--- config.mk ---
export PLATFORM = sky130hd
export DESIGN_NAME = usart_receiver_core
export DESIGN_NICKNAME = d
export VERILOG_FILES = /design/src/inc/usart_rx_pkg.sv /design/src/core/usart_receiver_core.sv /design/src/core/rx_bit_timer.sv
export SDC_FILE = /design/constraint.sdc
export NUM_CORES = 1
export LEC_CHECK = 0
export ABC_CLOCK_PERIOD_IN_PS = 4200
export BUFFER_PORTS_ARGS = -buffer_cell sky130_fd_sc_hd__buf_2
export CAP_MARGIN = 5
export CORE_MARGIN = 8
export CORE_UTILIZATION = 58
export CTS_CLUSTER_SIZE = 30
export DETAILED_ROUTE_END_ITERATION = 8
export GPL_TIMING_DRIVEN = 1
export PLACE_DENSITY = 0.77
export SYNTH_ARGS = -nofsm -noshare
export SYNTH_HDL_FRONTEND = slang
export SYNTH_SLANG_ARGS = --single-unit
export TNS_END_PERCENT = 30
--- constraint.sdc ---
create_clock -name clock -period 4.2 [get_ports clock]
set_clock_uncertainty 0.2 [all_clocks]
set_input_delay 0.84 -clock clock [delete_from_list [all_inputs] [get_ports clock]]
set_output_delay 0.84 -clock clock [all_outputs]
set_load 0.02 [all_outputs]
--- src/inc/usart_rx_pkg.sv ---
// Constants for the serial receive channel: register map, field layout,
// reset values and receive timing counts.
// Assumes a single system clock; every user includes it by scoped name.
//
// Summary of operation
// - Shift bits in, then move character to buffer
// - Data port read clears full, frees buffer
// - Status latched per word, held until read
// - Control bit 7 selects divide-by-16 with resync
// - Bits 6:5 give eight, seven, six, five bits
// - Bits 4:3 select synchronous or async stop bits
// - Bit 2 enables parity check
// - Bit 1 selects odd (0) or even parity
// - Wake-up bit clears after ten ones
// - One interrupt per word, errors on error channel
// - Full flag read-only, set on load, cleared on read
// - Overrun set on data read, halts until status read
// - Parity error follows each buffered word
// - Frame error: non-zero async word without stop
// - Sync search compares pattern, found sets and interrupts
// - Break flag, clears after one and status read
// - Match in sync, character underway in async
// - Sync strip discards matching words
// - Receiver enable clear disables and clears all flags
// - Break while full is no overrun
// - Start must be stable three edges
// - Resync resets at transition, samples at eight
// - Divide-by-one samples each receive clock rise
package usart_rx_pkg;

  // Register indices; byte address is four times the index
  localparam logic [7:0] CFG_INDEX  = 8'h29;
  localparam logic [7:0] STAT_INDEX = 8'h2b;
  localparam logic [7:0] DATA_INDEX = 8'h30;
  localparam logic [7:0] SYNC_INDEX = 8'h31;
  localparam logic [7:0] CHAN_INDEX = 8'h32;
  localparam logic [7:0] CFG_ADDR   = 8'ha4;
  localparam logic [7:0] STAT_ADDR  = 8'hac;
  localparam logic [7:0] DATA_ADDR  = 8'hc0;
  localparam logic [7:0] SYNC_ADDR  = 8'hc4;
  localparam logic [7:0] CHAN_ADDR  = 8'hc8;

  // line_format_cfg fields
  localparam int CFG_DIV16  = 7;
  localparam int CFG_WL_HI  = 6;
  localparam int CFG_WL_LO  = 5;
  localparam int CFG_FMT_HI = 4;
  localparam int CFG_FMT_LO = 3;
  localparam int CFG_PAR_EN = 2;
  localparam int CFG_EVEN   = 1;
  localparam int CFG_WAKE   = 0;

  // rx_state_flags fields
  localparam int ST_FULL  = 7;
  localparam int ST_OVR   = 6;
  localparam int ST_PERR  = 5;
  localparam int ST_FERR  = 4;
  localparam int ST_FSB   = 3;
  localparam int ST_MCIP  = 2;
  localparam int ST_STRIP = 1;
  localparam int ST_ON    = 0;

  // Channel enable register fields
  localparam int CH_ERR_EN  = 0;
  localparam int CH_FULL_EN = 1;

  localparam logic [1:0] FMT_SYNC     = 2'h0;
  localparam logic [1:0] FMT_ONE_HALF = 2'h2;
  localparam logic [1:0] FMT_TWO      = 2'h3;

  localparam logic [7:0] CFG_RESET  = 8'h00;
  localparam logic [7:0] SYNC_RESET = 8'h00;
  localparam logic [1:0] CHAN_RESET = 2'h0;

  localparam logic [1:0] STABLE_LAST  = 2'h2;
  localparam logic [3:0] RESYNC_OPEN  = 4'h4;
  localparam logic [3:0] SAMPLE_STATE = 4'h8;
  localparam logic [3:0] IDLE_ONES    = 4'ha;

endpackage

--- src/core/usart_receiver_core.sv ---
// Serial receive channel with line format control, receive buffer,
// status flags and two interrupt pulse outputs, on an Avalon-MM slave.
// Assumes rx_clk and rx_serial are synchronous to clock.
//
// The Avalon-MM interface to the registers is this design's own decision.
`timescale 1ns/1ps
`default_nettype none
module usart_receiver_core (
  input  wire logic        clock,
  input  wire logic        sys_rst,
  input  wire logic [7:0]  address,
  input  wire logic        read,
  input  wire logic        write,
  input  wire logic [31:0] writedata,
  input  wire logic [3:0]  byteenable,
  output logic      [31:0] readdata,
  output logic             waitrequest,
  input  wire logic        rx_clk,
  input  wire logic        rx_serial,
  input  wire logic        tx_off_turnaround,
  output logic             irq_full,
  output logic             irq_error
);
  typedef enum logic [2:0] {IDLE, DATA, PAR, STOP1, STOP2} rx_state_t;

  rx_state_t  st_q;
  logic       wait_q;
  logic [7:0] rdata_q;
  logic [7:0] cfg_q;
  logic [7:0] sync_pat_q;
  logic [1:0] chan_q;
  logic       strip_q;
  logic       rx_on_q;
  logic [7:0] shreg_q;
  logic [8:0] win_q;
  logic [2:0] cnt_q;
  logic       par_q;
  logic [3:0] ones_q;
  logic       brk_line_q;
  logic       wd_q;
  logic [7:0] wd_data_q;
  logic       wd_perr_q;
  logic       wd_ferr_q;
  logic       wd_brk_q;
  logic       wd_match_q;
  logic       found_evt_q;
  logic [7:0] buf_q;
  logic       full_q;
  logic       ovr_q;
  logic       perr_q;
  logic       ferr_q;
  logic       brk_q;
  logic       brk_ack_q;
  logic       found_q;
  logic       match_q;
  logic       underway_q;
  logic       pend_ovr_q;
  logic       pend_brk_q;
  logic       irq_full_q;
  logic       irq_err_q;
  logic       bit_stb;
  logic       bit_val;

  // Bus decode
  wire req      = read | write;
  wire done     = req & ~wait_q;
  wire hit_cfg  = address == usart_rx_pkg::CFG_ADDR;
  wire hit_stat = address == usart_rx_pkg::STAT_ADDR;
  wire hit_data = address == usart_rx_pkg::DATA_ADDR;
  wire hit_sync = address == usart_rx_pkg::SYNC_ADDR;
  wire hit_chan = address == usart_rx_pkg::CHAN_ADDR;
  wire wr_ok    = write & done & byteenable[0];
  wire rd_data  = read & done & hit_data;
  wire rd_stat  = read & done & hit_stat;
  wire wr_stat  = wr_ok & hit_stat;

  // Line format decode
  wire       div16    = cfg_q[usart_rx_pkg::CFG_DIV16];
  wire [1:0] wl       = cfg_q[usart_rx_pkg::CFG_WL_HI:usart_rx_pkg::CFG_WL_LO];
  wire [1:0] fmt      = cfg_q[usart_rx_pkg::CFG_FMT_HI:usart_rx_pkg::CFG_FMT_LO];
  wire       par_en   = cfg_q[usart_rx_pkg::CFG_PAR_EN];
  wire       even     = cfg_q[usart_rx_pkg::CFG_EVEN];
  wire       wake     = cfg_q[usart_rx_pkg::CFG_WAKE];
  wire       sync_fmt = fmt == usart_rx_pkg::FMT_SYNC;
  wire [2:0] last_bit = 3'h7 - {1'b0, wl};
  wire       two_stop = (fmt == usart_rx_pkg::FMT_TWO) | (fmt == usart_rx_pkg::FMT_ONE_HALF);
  wire       line_idle = ones_q == usart_rx_pkg::IDLE_ONES;

  // Receiver runs while enabled and no overrun awaits its status read
  wire run      = rx_on_q & ~ovr_q;
  wire go_bit   = bit_stb & run;
  wire fs_wr0   = wr_stat & sync_fmt & ~writedata[usart_rx_pkg::ST_FSB];

  // Sync window: last word length (plus parity) bits against the pattern; the parity bit is left out for eight-bit words
  wire [8:0] win_n    = {bit_val, win_q[8:1]};
  wire [3:0] sync_len = {1'b0, last_bit} + 4'h1 + {3'h0, par_en};
  wire [8:0] win_sh   = win_n >> (4'h9 - sync_len);
  wire [8:0] win_mask = (9'h1ff >> (4'h9 - sync_len)) & 9'h0ff;
  wire       win_hit  = ((win_sh ^ {1'b0, sync_pat_q}) & win_mask) == 9'h000;

  wire       perr_now = (par_q ^ bit_val) == even;
  wire       last_dat = cnt_q == last_bit;
  wire       data_end = (st_q == DATA) & last_dat & ~par_en;
  wire       par_end  = st_q == PAR;

  // Delivery of an assembled word
  wire discard  = sync_fmt & strip_q & wd_match_q;
  wire accept   = wd_q & ~wake & ~discard & rx_on_q;
  wire can_load = ~full_q | rd_data;
  wire load     = accept & can_load;
  wire lost     = accept & ~can_load;
  wire set_ovr  = rd_data & pend_ovr_q;
  wire set_brk  = rd_data & pend_brk_q;
  wire brk_end  = brk_q & ~brk_line_q & brk_ack_q & ~sync_fmt;
  wire err_word = wd_perr_q | wd_ferr_q | wd_brk_q;
  wire err_evt  = (load & err_word) | set_ovr | set_brk | brk_end | found_evt_q;
  wire full_evt = load & ~err_word;

  wire [7:0] stat_rd = {full_q, ovr_q, perr_q, ferr_q, sync_fmt ? found_q : brk_q,
                        sync_fmt ? match_q : underway_q, strip_q, rx_on_q};
  wire [7:0] rd_mux  = hit_cfg  ? cfg_q :
                       hit_stat ? stat_rd :
                       hit_data ? buf_q :
                       hit_sync ? sync_pat_q :
                       hit_chan ? {6'h00, chan_q} : 8'h00;

  assign readdata    = {24'h000000, rdata_q};
  assign waitrequest = wait_q;
  assign irq_full    = irq_full_q;
  assign irq_error   = irq_err_q;

  rx_bit_timer u_timer (
    .clock     (clock),
    .sys_rst   (sys_rst),
    .rx_clk    (rx_clk),
    .rx_serial (rx_serial),
    .div16     (div16),
    .bit_stb   (bit_stb),
    .bit_val   (bit_val)
  );

  // Bus slave: one wait state, read data captured during the wait cycle
  always_ff @(posedge clock or posedge sys_rst) begin
    if (sys_rst) begin
      wait_q  <= 1'b1;
      rdata_q <= 8'h00;
    end else begin
      wait_q <= ~(req & wait_q);
      if (read && wait_q) begin
        rdata_q <= rd_mux;
      end
    end
  end

  // Software registers
  always_ff @(posedge clock or posedge sys_rst) begin
    if (sys_rst) begin
      cfg_q      <= usart_rx_pkg::CFG_RESET;
      sync_pat_q <= usart_rx_pkg::SYNC_RESET;
      chan_q     <= usart_rx_pkg::CHAN_RESET;
      strip_q    <= 1'b0;
      rx_on_q    <= 1'b0;
    end else begin
      if (wr_ok && hit_cfg) begin
        cfg_q[7:1] <= writedata[7:1];
      end
      if (bit_stb && rx_on_q && ones_q == 4'h9 && bit_val) begin
        cfg_q[usart_rx_pkg::CFG_WAKE] <= 1'b0;
      end else if (wr_ok && hit_cfg) begin
        cfg_q[usart_rx_pkg::CFG_WAKE] <= writedata[0] & ~line_idle;
      end
      if (wr_ok && hit_sync) begin
        sync_pat_q <= writedata[7:0];
      end
      if (wr_ok && hit_chan) begin
        chan_q <= writedata[1:0];
      end
      if (wr_stat) begin
        strip_q <= writedata[usart_rx_pkg::ST_STRIP];
      end
      if (tx_off_turnaround) begin
        rx_on_q <= 1'b1;
      end else if (wr_stat) begin
        rx_on_q <= writedata[usart_rx_pkg::ST_ON];
      end
    end
  end

  // Idle line counter: consecutive ones
  always_ff @(posedge clock or posedge sys_rst) begin
    if (sys_rst) begin
      ones_q <= 4'h0;
    end else if (bit_stb && rx_on_q) begin
      if (!bit_val) begin
        ones_q <= 4'h0;
      end else if (!line_idle) begin
        ones_q <= ones_q + 4'h1;
      end
    end
  end

  // Assembly state machine
  always_ff @(posedge clock or posedge sys_rst) begin
    if (sys_rst) begin
      st_q        <= IDLE;
      shreg_q     <= 8'h00;
      win_q       <= 9'h000;
      cnt_q       <= 3'h0;
      par_q       <= 1'b0;
      brk_line_q  <= 1'b0;
      underway_q  <= 1'b0;
      found_evt_q <= 1'b0;
      wd_q        <= 1'b0;
      wd_data_q   <= 8'h00;
      wd_perr_q   <= 1'b0;
      wd_ferr_q   <= 1'b0;
      wd_brk_q    <= 1'b0;
      wd_match_q  <= 1'b0;
    end else begin
      wd_q        <= 1'b0;
      found_evt_q <= 1'b0;
      if (!run || fs_wr0) begin
        st_q <= IDLE;
        if (!rx_on_q) begin
          underway_q <= 1'b0;
          brk_line_q <= 1'b0;
        end
      end else if (go_bit) begin
        win_q <= win_n;
        if (bit_val && !sync_fmt) begin
          brk_line_q <= 1'b0;
        end
        case (st_q)
          IDLE: begin
            shreg_q <= 8'h00;
            cnt_q   <= 3'h0;
            par_q   <= 1'b0;
            if (sync_fmt) begin
              if (found_q) begin
                st_q    <= DATA;
                shreg_q <= {7'h00, bit_val};
                par_q   <= bit_val;
                cnt_q   <= 3'h1;
              end else if (win_hit) begin
                st_q        <= DATA;
                found_evt_q <= 1'b1;
              end
            end else if (!bit_val && !brk_line_q) begin
              st_q       <= DATA;
              underway_q <= 1'b1;
            end
          end
          DATA: begin
            shreg_q[cnt_q] <= bit_val;
            par_q          <= par_q ^ bit_val;
            cnt_q          <= cnt_q + 3'h1;
            if (last_dat) begin
              st_q <= par_en ? PAR : (sync_fmt ? DATA : STOP1);
              cnt_q <= 3'h0;
            end
            if (data_end && sync_fmt) begin
              wd_q       <= 1'b1;
              wd_data_q  <= shreg_q | ({7'h00, bit_val} << cnt_q);
              wd_perr_q  <= 1'b0;
              wd_ferr_q  <= 1'b0;
              wd_brk_q   <= 1'b0;
              wd_match_q <= win_hit;
              par_q      <= 1'b0;
            end
          end
          PAR: begin
            wd_perr_q <= perr_now;
            par_q     <= 1'b0;
            st_q      <= sync_fmt ? DATA : STOP1;
            if (sync_fmt) begin
              wd_q       <= 1'b1;
              wd_data_q  <= shreg_q;
              wd_ferr_q  <= 1'b0;
              wd_brk_q   <= 1'b0;
              wd_match_q <= win_hit;
            end
          end
          STOP1: begin
            wd_q       <= 1'b1;
            wd_data_q  <= shreg_q;
            wd_match_q <= 1'b0;
            wd_ferr_q  <= ~bit_val & (shreg_q != 8'h00);
            wd_brk_q   <= ~bit_val & (shreg_q == 8'h00);
            brk_line_q <= ~bit_val & (shreg_q == 8'h00);
            if (!par_en) begin
              wd_perr_q <= 1'b0;
            end
            if (bit_val && two_stop) begin
              st_q <= STOP2;
            end else begin
              st_q       <= IDLE;
              underway_q <= 1'b0;
            end
          end
          STOP2: begin
            st_q       <= IDLE;
            underway_q <= 1'b0;
          end
          default: st_q <= IDLE;
        endcase
        if (par_end && !sync_fmt) begin
          wd_perr_q <= perr_now;
        end
      end
    end
  end

  // Buffer and status flags
  always_ff @(posedge clock or posedge sys_rst) begin
    if (sys_rst) begin
      buf_q      <= 8'h00;
      full_q     <= 1'b0;
      ovr_q      <= 1'b0;
      perr_q     <= 1'b0;
      ferr_q     <= 1'b0;
      brk_q      <= 1'b0;
      brk_ack_q  <= 1'b0;
      found_q    <= 1'b0;
      match_q    <= 1'b0;
      pend_ovr_q <= 1'b0;
      pend_brk_q <= 1'b0;
    end else if (!rx_on_q) begin
      full_q     <= 1'b0;
      ovr_q      <= 1'b0;
      perr_q     <= 1'b0;
      ferr_q     <= 1'b0;
      brk_q      <= 1'b0;
      brk_ack_q  <= 1'b0;
      found_q    <= 1'b0;
      match_q    <= 1'b0;
      pend_ovr_q <= 1'b0;
      pend_brk_q <= 1'b0;
    end else begin
      full_q <= load | (full_q & ~rd_data);
      if (load) begin
        buf_q   <= wd_data_q;
        perr_q  <= wd_perr_q;
        ferr_q  <= wd_ferr_q;
        match_q <= wd_match_q;
      end
      if (lost && wd_brk_q) begin
        pend_brk_q <= 1'b1;
      end else if (rd_data) begin
        pend_brk_q <= 1'b0;
      end
      if (lost && !wd_brk_q) begin
        pend_ovr_q <= 1'b1;
      end else if (rd_data) begin
        pend_ovr_q <= 1'b0;
      end
      if (set_ovr) begin
        ovr_q <= 1'b1;
      end else if (rd_stat) begin
        ovr_q <= 1'b0;
      end
      if ((load && wd_brk_q) || set_brk) begin
        brk_q     <= 1'b1;
        brk_ack_q <= 1'b0;
      end else if (brk_end) begin
        brk_q     <= 1'b0;
        brk_ack_q <= 1'b0;
      end else if (rd_stat && brk_q) begin
        brk_ack_q <= 1'b1;
      end
      if (found_evt_q) begin
        found_q <= 1'b1;
      end else if (wr_stat && sync_fmt) begin
        found_q <= writedata[usart_rx_pkg::ST_FSB];
      end
    end
  end

  // One interrupt per event, steered by the channel enables
  always_ff @(posedge clock or posedge sys_rst) begin
    if (sys_rst) begin
      irq_full_q <= 1'b0;
      irq_err_q  <= 1'b0;
    end else begin
      irq_err_q  <= err_evt & chan_q[usart_rx_pkg::CH_ERR_EN];
      irq_full_q <= chan_q[usart_rx_pkg::CH_FULL_EN]
                    & (full_evt | (err_evt & ~chan_q[usart_rx_pkg::CH_ERR_EN]));
    end
  end
endmodule
`default_nettype wire

--- src/core/rx_bit_timer.sv ---
// Bit timing for the receiver: edge enable from the receive clock pin,
// plus divide-by-16 resynchronisation and false start filter.
// Assumes rx_clk and rx_serial are synchronous to clock.
`timescale 1ns/1ps
`default_nettype none
module rx_bit_timer (
  input  wire logic clock,
  input  wire logic sys_rst,
  input  wire logic rx_clk,
  input  wire logic rx_serial,
  input  wire logic div16,
  output logic      bit_stb,
  output logic      bit_val
);
  logic       rxc_q;
  logic       lvl_q;
  logic [1:0] stab_q;
  logic [3:0] state_q;
  logic       stb_q;
  logic       val_q;

  wire       rise     = rx_clk & ~rxc_q;
  wire       differ   = rx_serial != lvl_q;
  wire [3:0] state_n  = state_q + 4'h1;
  // Transition valid on third stable edge, only from state four on
  wire       valid_tr = differ & (stab_q == usart_rx_pkg::STABLE_LAST)
                        & (state_q >= usart_rx_pkg::RESYNC_OPEN);

  assign bit_stb = stb_q;
  assign bit_val = val_q;

  always_ff @(posedge clock or posedge sys_rst) begin
    if (sys_rst) begin
      rxc_q   <= 1'b0;
      lvl_q   <= 1'b1;
      stab_q  <= 2'h0;
      state_q <= 4'h0;
      stb_q   <= 1'b0;
      val_q   <= 1'b1;
    end else begin
      rxc_q <= rx_clk;
      stb_q <= 1'b0;
      if (rise && !div16) begin
        stb_q <= 1'b1;
        val_q <= rx_serial;
      end else if (rise) begin
        if (valid_tr) begin
          lvl_q   <= rx_serial;
          state_q <= 4'h0;
          stab_q  <= 2'h0;
        end else begin
          stab_q  <= differ ? stab_q + 2'h1 : 2'h0;
          state_q <= state_n;
          if (state_n == usart_rx_pkg::SAMPLE_STATE) begin
            stb_q <= 1'b1;
            val_q <= lvl_q;
          end
        end
      end
    end
  end
endmodule
`default_nettype wire

==> flow_summary.toml, run 1 <==
[routing]
drt_first_iter_violations = 445
vias_per_cell = 6.05
postRouteWirelength_um = 13400
post-route-drc-count = 0
drt-wirelength-per-cell_um = 18.0
drt_pass1_iterations = 5
dr_total_vias = 4488
drtAntennaViolNets = 0

[finish]
num-nets-final = 664
final-instance-count-excl-fill = 742
antenna_cells_inserted = 0
final.fill_count = 796
combined_flip_flop_and_latch_cell_area_sq_um = 2560
multiInputGateArea_sq_um = 2890
flow.area_growth_from_synthesis_pct = 6.33
drive_gt1_share_pct = 17.6
finalInstanceArea_sq_um = 6100

[grt]
grt_pass1_vias = 4421
grt_pass1_wl_um = 22200
grt_usage_pct = 21.1
pin_count_of_the_biggest_net_entering_global_routing = 53
antenna_found_initial = 0
grt_overflow_total = 0

[floorplan]
die-area_sq_um = 13300
core_sq_um = 9680
top_level_ports = 86
die_width_um = 115
die_h_um = 115
num_rows = 36
starting_density_of_the_core_pct = 59.2

[clocking]
clk_transition_reported_paths_ps = 110
tritoncts = "done"
clock_sink_count = 102
cts.path.max_buffers = 2
tritoncts.num_buffers = 9
post-cts-setup-buffers = 0
ctsResizeCount = 0
h-tree-depth = 3
source_to_sink_clock_delay_at_the_later_pin_of_the_worst_skew_pair_ps = 380
holdBufCountCts = 0
clock-root-buffer = "clkbuf_8"

[critical_path]
worstPathArrival_ps = 3430
crit_path_end_kind = "register"
timing.critical_path.fanout_max = 13
startpoint_type = "register"
path_class = "reg2reg"
timing.critical_path.required_ps = 4310

[place]
placed_cells = 726
cell_area_after_placement_sq_um = 5890
placement.io_buffers = 34
dpl_worst_slack_ps = 936
gp_congestion = 0.914
dp_hpwl_um = 9750

[synth]
yosys.cell_count.top_type = "dfrtp_1"
synth.largest_area_cell = "dfrtp_1"
postSynth.topFlopCell = "dfrtp_1"
ys_seq_elements = 102
synth.top_cells.by_area = "dfrtp_1, mux2_2, nand2_1"
post_synth_inst_count = 580
ys.warnings.count = 0
asyncSetResetFlopFracSynth_pct = 100
ys_types = 72
syn_area_per_cell_sq_um = 9.88
synthTopCellsByCount = "dfrtp_1, nand2_1, o21ai_0"
synth.yosys.seq_area_share_pct = 44.6
syn-cell-area_sq_um = 5730
synth_enable_flop_cells = 0
synth_top_area_share_pct = 43.2

[min_path]
worstHoldPathType = "reg2reg"

[timing]
final.setup.worst_slack_ps = 873
layout_min_cycle_time_ps = 3330
slew_headroom_pct = 55.9
grt_setup_unrepaired = "no"
worst_pin_slew_ps = 656
fin_hold_ws_ps = 280
slew_violations = 0
timing.fmax_ghz = 0.301
tns_ps = 0
final-setup-viol-count = 0
final-hold-violation-count = 0
min_period_over_period_pct = 79.2

[pwr]
power.leakage_nw = 2.75
power_density_nw_per_um2 = 450
vdd_drop_max_v = 0.000351

[outcome]
status = "finished, final reports clean"

[run]
cap_viol_max_count = 0
==> worst max-delay path: stages (launching register included) <==
cell and delay, ps:
dfrtp_1 550, inv_1 130, ha_1 620, mux2_2 440, a211o_1 310, and3_4 180
a2111oi_2 430, o211ai_1 210, nor3_2 180
==> cells by family after synthesis <==
| family | Yosys count | synth area share [%] |
|---|---|---|
| AND/OR/NAND/NOR | 192 | 17.3 |
| AO/OA/AOI/OAI | 149 | 17.7 |
| flip-flops | 102 | 44.6 |
| buffers and inverters | 66 | 6.55 |
| multiplexers | 44 | 9.28 |
| XOR/XNOR | 17 | 2.60 |
| adder cells (fa/ha/maj) | 9 | 1.96 |
| other | 1 | 0.0654 |
==> final timing paths <==
check	startpoint	end	slack (ps)	cells past startpoint
max in group asynchronous	sys_rst	u_timer.lvl_q	2590	3
worst min register to register	wd_data_q[3]	buf_q[3]	280	2
min in group asynchronous	sys_rst	sync_pat_q[0]	330	2
worst max-delay path	cfg_q[2]	found_evt_q	870	8
worst min-delay path	wd_data_q[3]	buf_q[3]	280	2
worst max register to register	cfg_q[2]	found_evt_q	870	8
==> report_power, final <==
part           switching [W]  internal [W]  total, W  leakage, nW
combinational       0.000394      0.000319  0.000714         1.31
clock               0.000358      0.000282  0.000640       0.0964
sequential          0.000226       0.00116   0.00139         1.34
==> placed cells by master (no fill, tap or decap), types with 6 or more instances in the layout <==
cell type  netlist  routed
mux2i_1         10      10
nand2_1         83      83
o21ai_0         31      31
a21o_1           6       6
dfrtp_1         99      99
conb_1           1      24
buf_2            6      34
o31ai_1          7       7
nor2b_1          9       9
xor2_1           6       6
ha_1             9       9
inv_1           14      13
xnor2_1         11      11
a21oi_1         28      28
nand2b_1         6       6
buf_4           26       7
a31oi_1          9       9
a221oi_1         7       7
nand3_1         14      14
a22o_1           8       8
o21ai_1         10      10
clkbuf_8         0       9
mux2_2          28      28
nor2_1          29      29
nor3_1           8       8
==> sequential cells by signal, indices dropped and copies added, names as in the netlist, 2 cells and up <==
name and count:
u_timer.stab_q 2, ones_q 4, rdata_q 8, cfg_q 8, shreg_q 8, cnt_q 3
chan_q 2, win_q 8, buf_q 8, u_timer.state_q 4, sync_pat_q 8, st_q 3
wd_data_q 8
==> layout make-up <==
class                           instances  area share (%)
Clock buffer                            9            2.03
Clock inverter                          7            1.31
Inverter                               15           0.965
Multi-Input combinational cell        435            47.4
Sequential cell                       102            41.9
Tap cell                              133            2.73
Timing Repair Buffer                   41            3.65
==> through the flow <==
stage | utilization (%) | power (W)
floorplan | - | 0.00194
global route | 62.9 | 0.00292
CTS | 62.9 | 0.00274
global placement | 60.8 | 0.00208
detailed placement | 60.8 | 0.00211
finish | 62.9 | 0.00274
==> layer usage <==
layer	up-vias	global-route usage, %	wire length [um]
li1	2100	-	-
met2	144	34.5	6350
met3	35	5.16	895
met4	0	8.76	440
met1	2209	26.3	5680
met5	-	0	0
(Power assumes the default switching activity.)
==> run 2, diff against run 1 <==
--- a/config.mk
+++ b/config.mk
@@ -5,7 +5,7 @@
 export SDC_FILE = /design/constraint.sdc
 export NUM_CORES = 1
 export LEC_CHECK = 0
-export ABC_CLOCK_PERIOD_IN_PS = 4200
+export ABC_CLOCK_PERIOD_IN_PS = 3100
 export BUFFER_PORTS_ARGS = -buffer_cell sky130_fd_sc_hd__buf_2
 export CAP_MARGIN = 5
 export CORE_MARGIN = 8
==> constraint.sdc (replaced) <==
create_clock -name clock -period 3.1 [get_ports clock]
set_clock_uncertainty 0.2 [all_clocks]
set_input_delay 0.62 -clock clock [delete_from_list [all_inputs] [get_ports clock]]
set_output_delay 0.62 -clock clock [all_outputs]
set_load 0.02 [all_outputs]
==> run 2 against run 1 <==
Fmax rose by 15%. Count of clock-buffer cells in the layout rose by 1. First-iteration DRC count grew 9.7%. Combinational power is 47% higher. Total power rose by 33%. Final cell count grew 1.2%. Via count increased by 1.2%. Clock power rose by 20%. Hold slack got worse by 120 ps. Critical path depth is 1 lower. Largest power group unchanged.
==> flow_summary.toml, run 2 (synthesis results as in run 1) <==
[clocking]
holdBufCountCts = 0
tritoncts.num_buffers = 9
post-cts-setup-buffers = 0
h-tree-depth = 3
clock-root-buffer = "clkbuf_8"
cts.path.max_buffers = 2
clock_sink_count = 102
tritoncts = "done"
clk_transition_reported_paths_ps = 100
source_to_sink_clock_delay_at_the_later_pin_of_the_worst_skew_pair_ps = 380
ctsResizeCount = 0

[pwr]
power.share.clock_pct = 21.0
power_report.internal_total_w = 0.00232
power.leakage_nw = 2.79
pwr-share-comb_pct = 28.6
p_seq_share_pct = 50.4
p_switching_w = 0.00133
power_density_nw_per_um2 = 595
vdd_drop_max_v = 0.000429
report.power.total_w = 0.00366
power.switching_fraction_pct = 36.5

[grt]
pin_count_of_the_biggest_net_entering_global_routing = 103
grt_pass1_vias = 4419
grt_overflow_total = 0
grt_usage_pct = 20.9
antenna_found_initial = 0
grt_pass1_wl_um = 22100

[outcome]
status = "finished, final reports clean"

[run]
cap_viol_max_count = 0

[routing]
vias_per_cell = 6.05
drt-wirelength-per-cell_um = 17.7
postRouteWirelength_um = 13300
dr_total_vias = 4540
drt_first_iter_violations = 488
post-route-drc-count = 0
drtAntennaViolNets = 0
drt_pass1_iterations = 5

[timing]
slew_violations = 0
final-hold-violation-count = 0
min_period_over_period_pct = 93.2
final-setup-viol-count = 0
worst_pin_slew_ps = 586
tns_ps = 0
layout_min_cycle_time_ps = 2890
timing.fmax_ghz = 0.346
slew_headroom_pct = 60.8
grt_setup_unrepaired = "no"

[critical_path]
startpoint_type = "register"
worstReg2RegEnd = "wd_match_q"
worst-r2r-cell-count = 7
crit_path_end_kind = "register"
worst_setup_path_startpoint = "cfg_q[5]"
setup.reg_to_reg.worst_slack_ps = 210
worstPathArrival_ps = 2940
path_class = "reg2reg"
critical_path.reg2reg.startpoint = "cfg_q[5]"
setup.worst_path.end = "wd_match_q"
timing.critical_path.fanout_max = 9
timing.critical_path.required_ps = 3150

[finish]
finalInstanceArea_sq_um = 6140
num-nets-final = 673
drive_gt1_share_pct = 18.6
final.fill_count = 824
most-common-layout-cells = "dfrtp_1, nand2_1, buf_2"
core_utilization_of_the_finished_layout_pct = 63.4
antenna_cells_inserted = 0
layout_commonest_cell = "dfrtp_1"
flow.area_growth_from_synthesis_pct = 7.18

[place]
cell_area_after_placement_sq_um = 5970
placement.io_buffers = 34
gp_congestion = 0.935
dp_hpwl_um = 9680

[floorplan]
top_level_ports = 86
die_width_um = 115
num_rows = 36
core_sq_um = 9680
die-area_sq_um = 13300
starting_density_of_the_core_pct = 59.2
die_h_um = 115

[min_path]
worstHoldPathType = "in2reg"
## run 2: routing by layer
layer / GRT usage (%) / wire [um]
met5: 0 / 0
met4: 7.18 / 312
met3: 5.58 / 1120
met2: 34.1 / 6350
met1: 26.4 / 5520
## run 2: worst max-delay path, cell delays in order (launching register included)
cell and delay [ps]:
dfrtp_1 490, ha_1 440, buf_4 220, mux4_1 660, xnor2_1 160, and3_1 180, o211ai_1 290, o22ai_1 110
## run 2: final cells by class
class	count	area, sq um	share of cell area (%)
repair buffers	50	303	4.93
clock inverters	6	43.8	0.713
inverters	15	60.1	0.977
clock buffers	10	128	2.08
well taps	133	166	2.71
flip-flops and latches	102	2560	41.6
multi-input cells	435	2890	47.0
## run 2: power by group through the flow
stage / registers, W / clock network [W] / logic, W
after floorplan: 0.00175 / 0 / 0.000880
after global placement: 0.00184 / 0 / 0.000990
after detailed placement: 0.00186 / 0 / 0.00104
after CTS: 0.00184 / 0.000793 / 0.00104
after global routing: 0.00188 / 0.000845 / 0.00117
final: 0.00184 / 0.000769 / 0.00105
## run 2: metrics by stage
| stage | hold WS (ps) | std cells | setup slack (ps) |
|---|---|---|---|
| floorplan | 239 | 603 | 369 |
| global placement | 257 | 735 | 296 |
| detailed placement | 257 | 735 | 243 |
| CTS | 141 | 751 | 221 |
| global route | 131 | 751 | 111 |
| finish | 162 | 751 | 212 |
## run 2: worst min path at each step
stage | from | endpoint | slack, ps | cells past startpoint
floorplan | wd_data_q[0] | buf_q[0] | 240 | 2
global placement | wd_data_q[5] | buf_q[5] | 260 | 2
detailed placement | wd_data_q[5] | buf_q[5] | 260 | 2
CTS | rx_clk | u_timer.rxc_q | 140 | 1
global route | rx_clk | u_timer.rxc_q | 130 | 1
finish | rx_clk | u_timer.rxc_q | 160 | 1
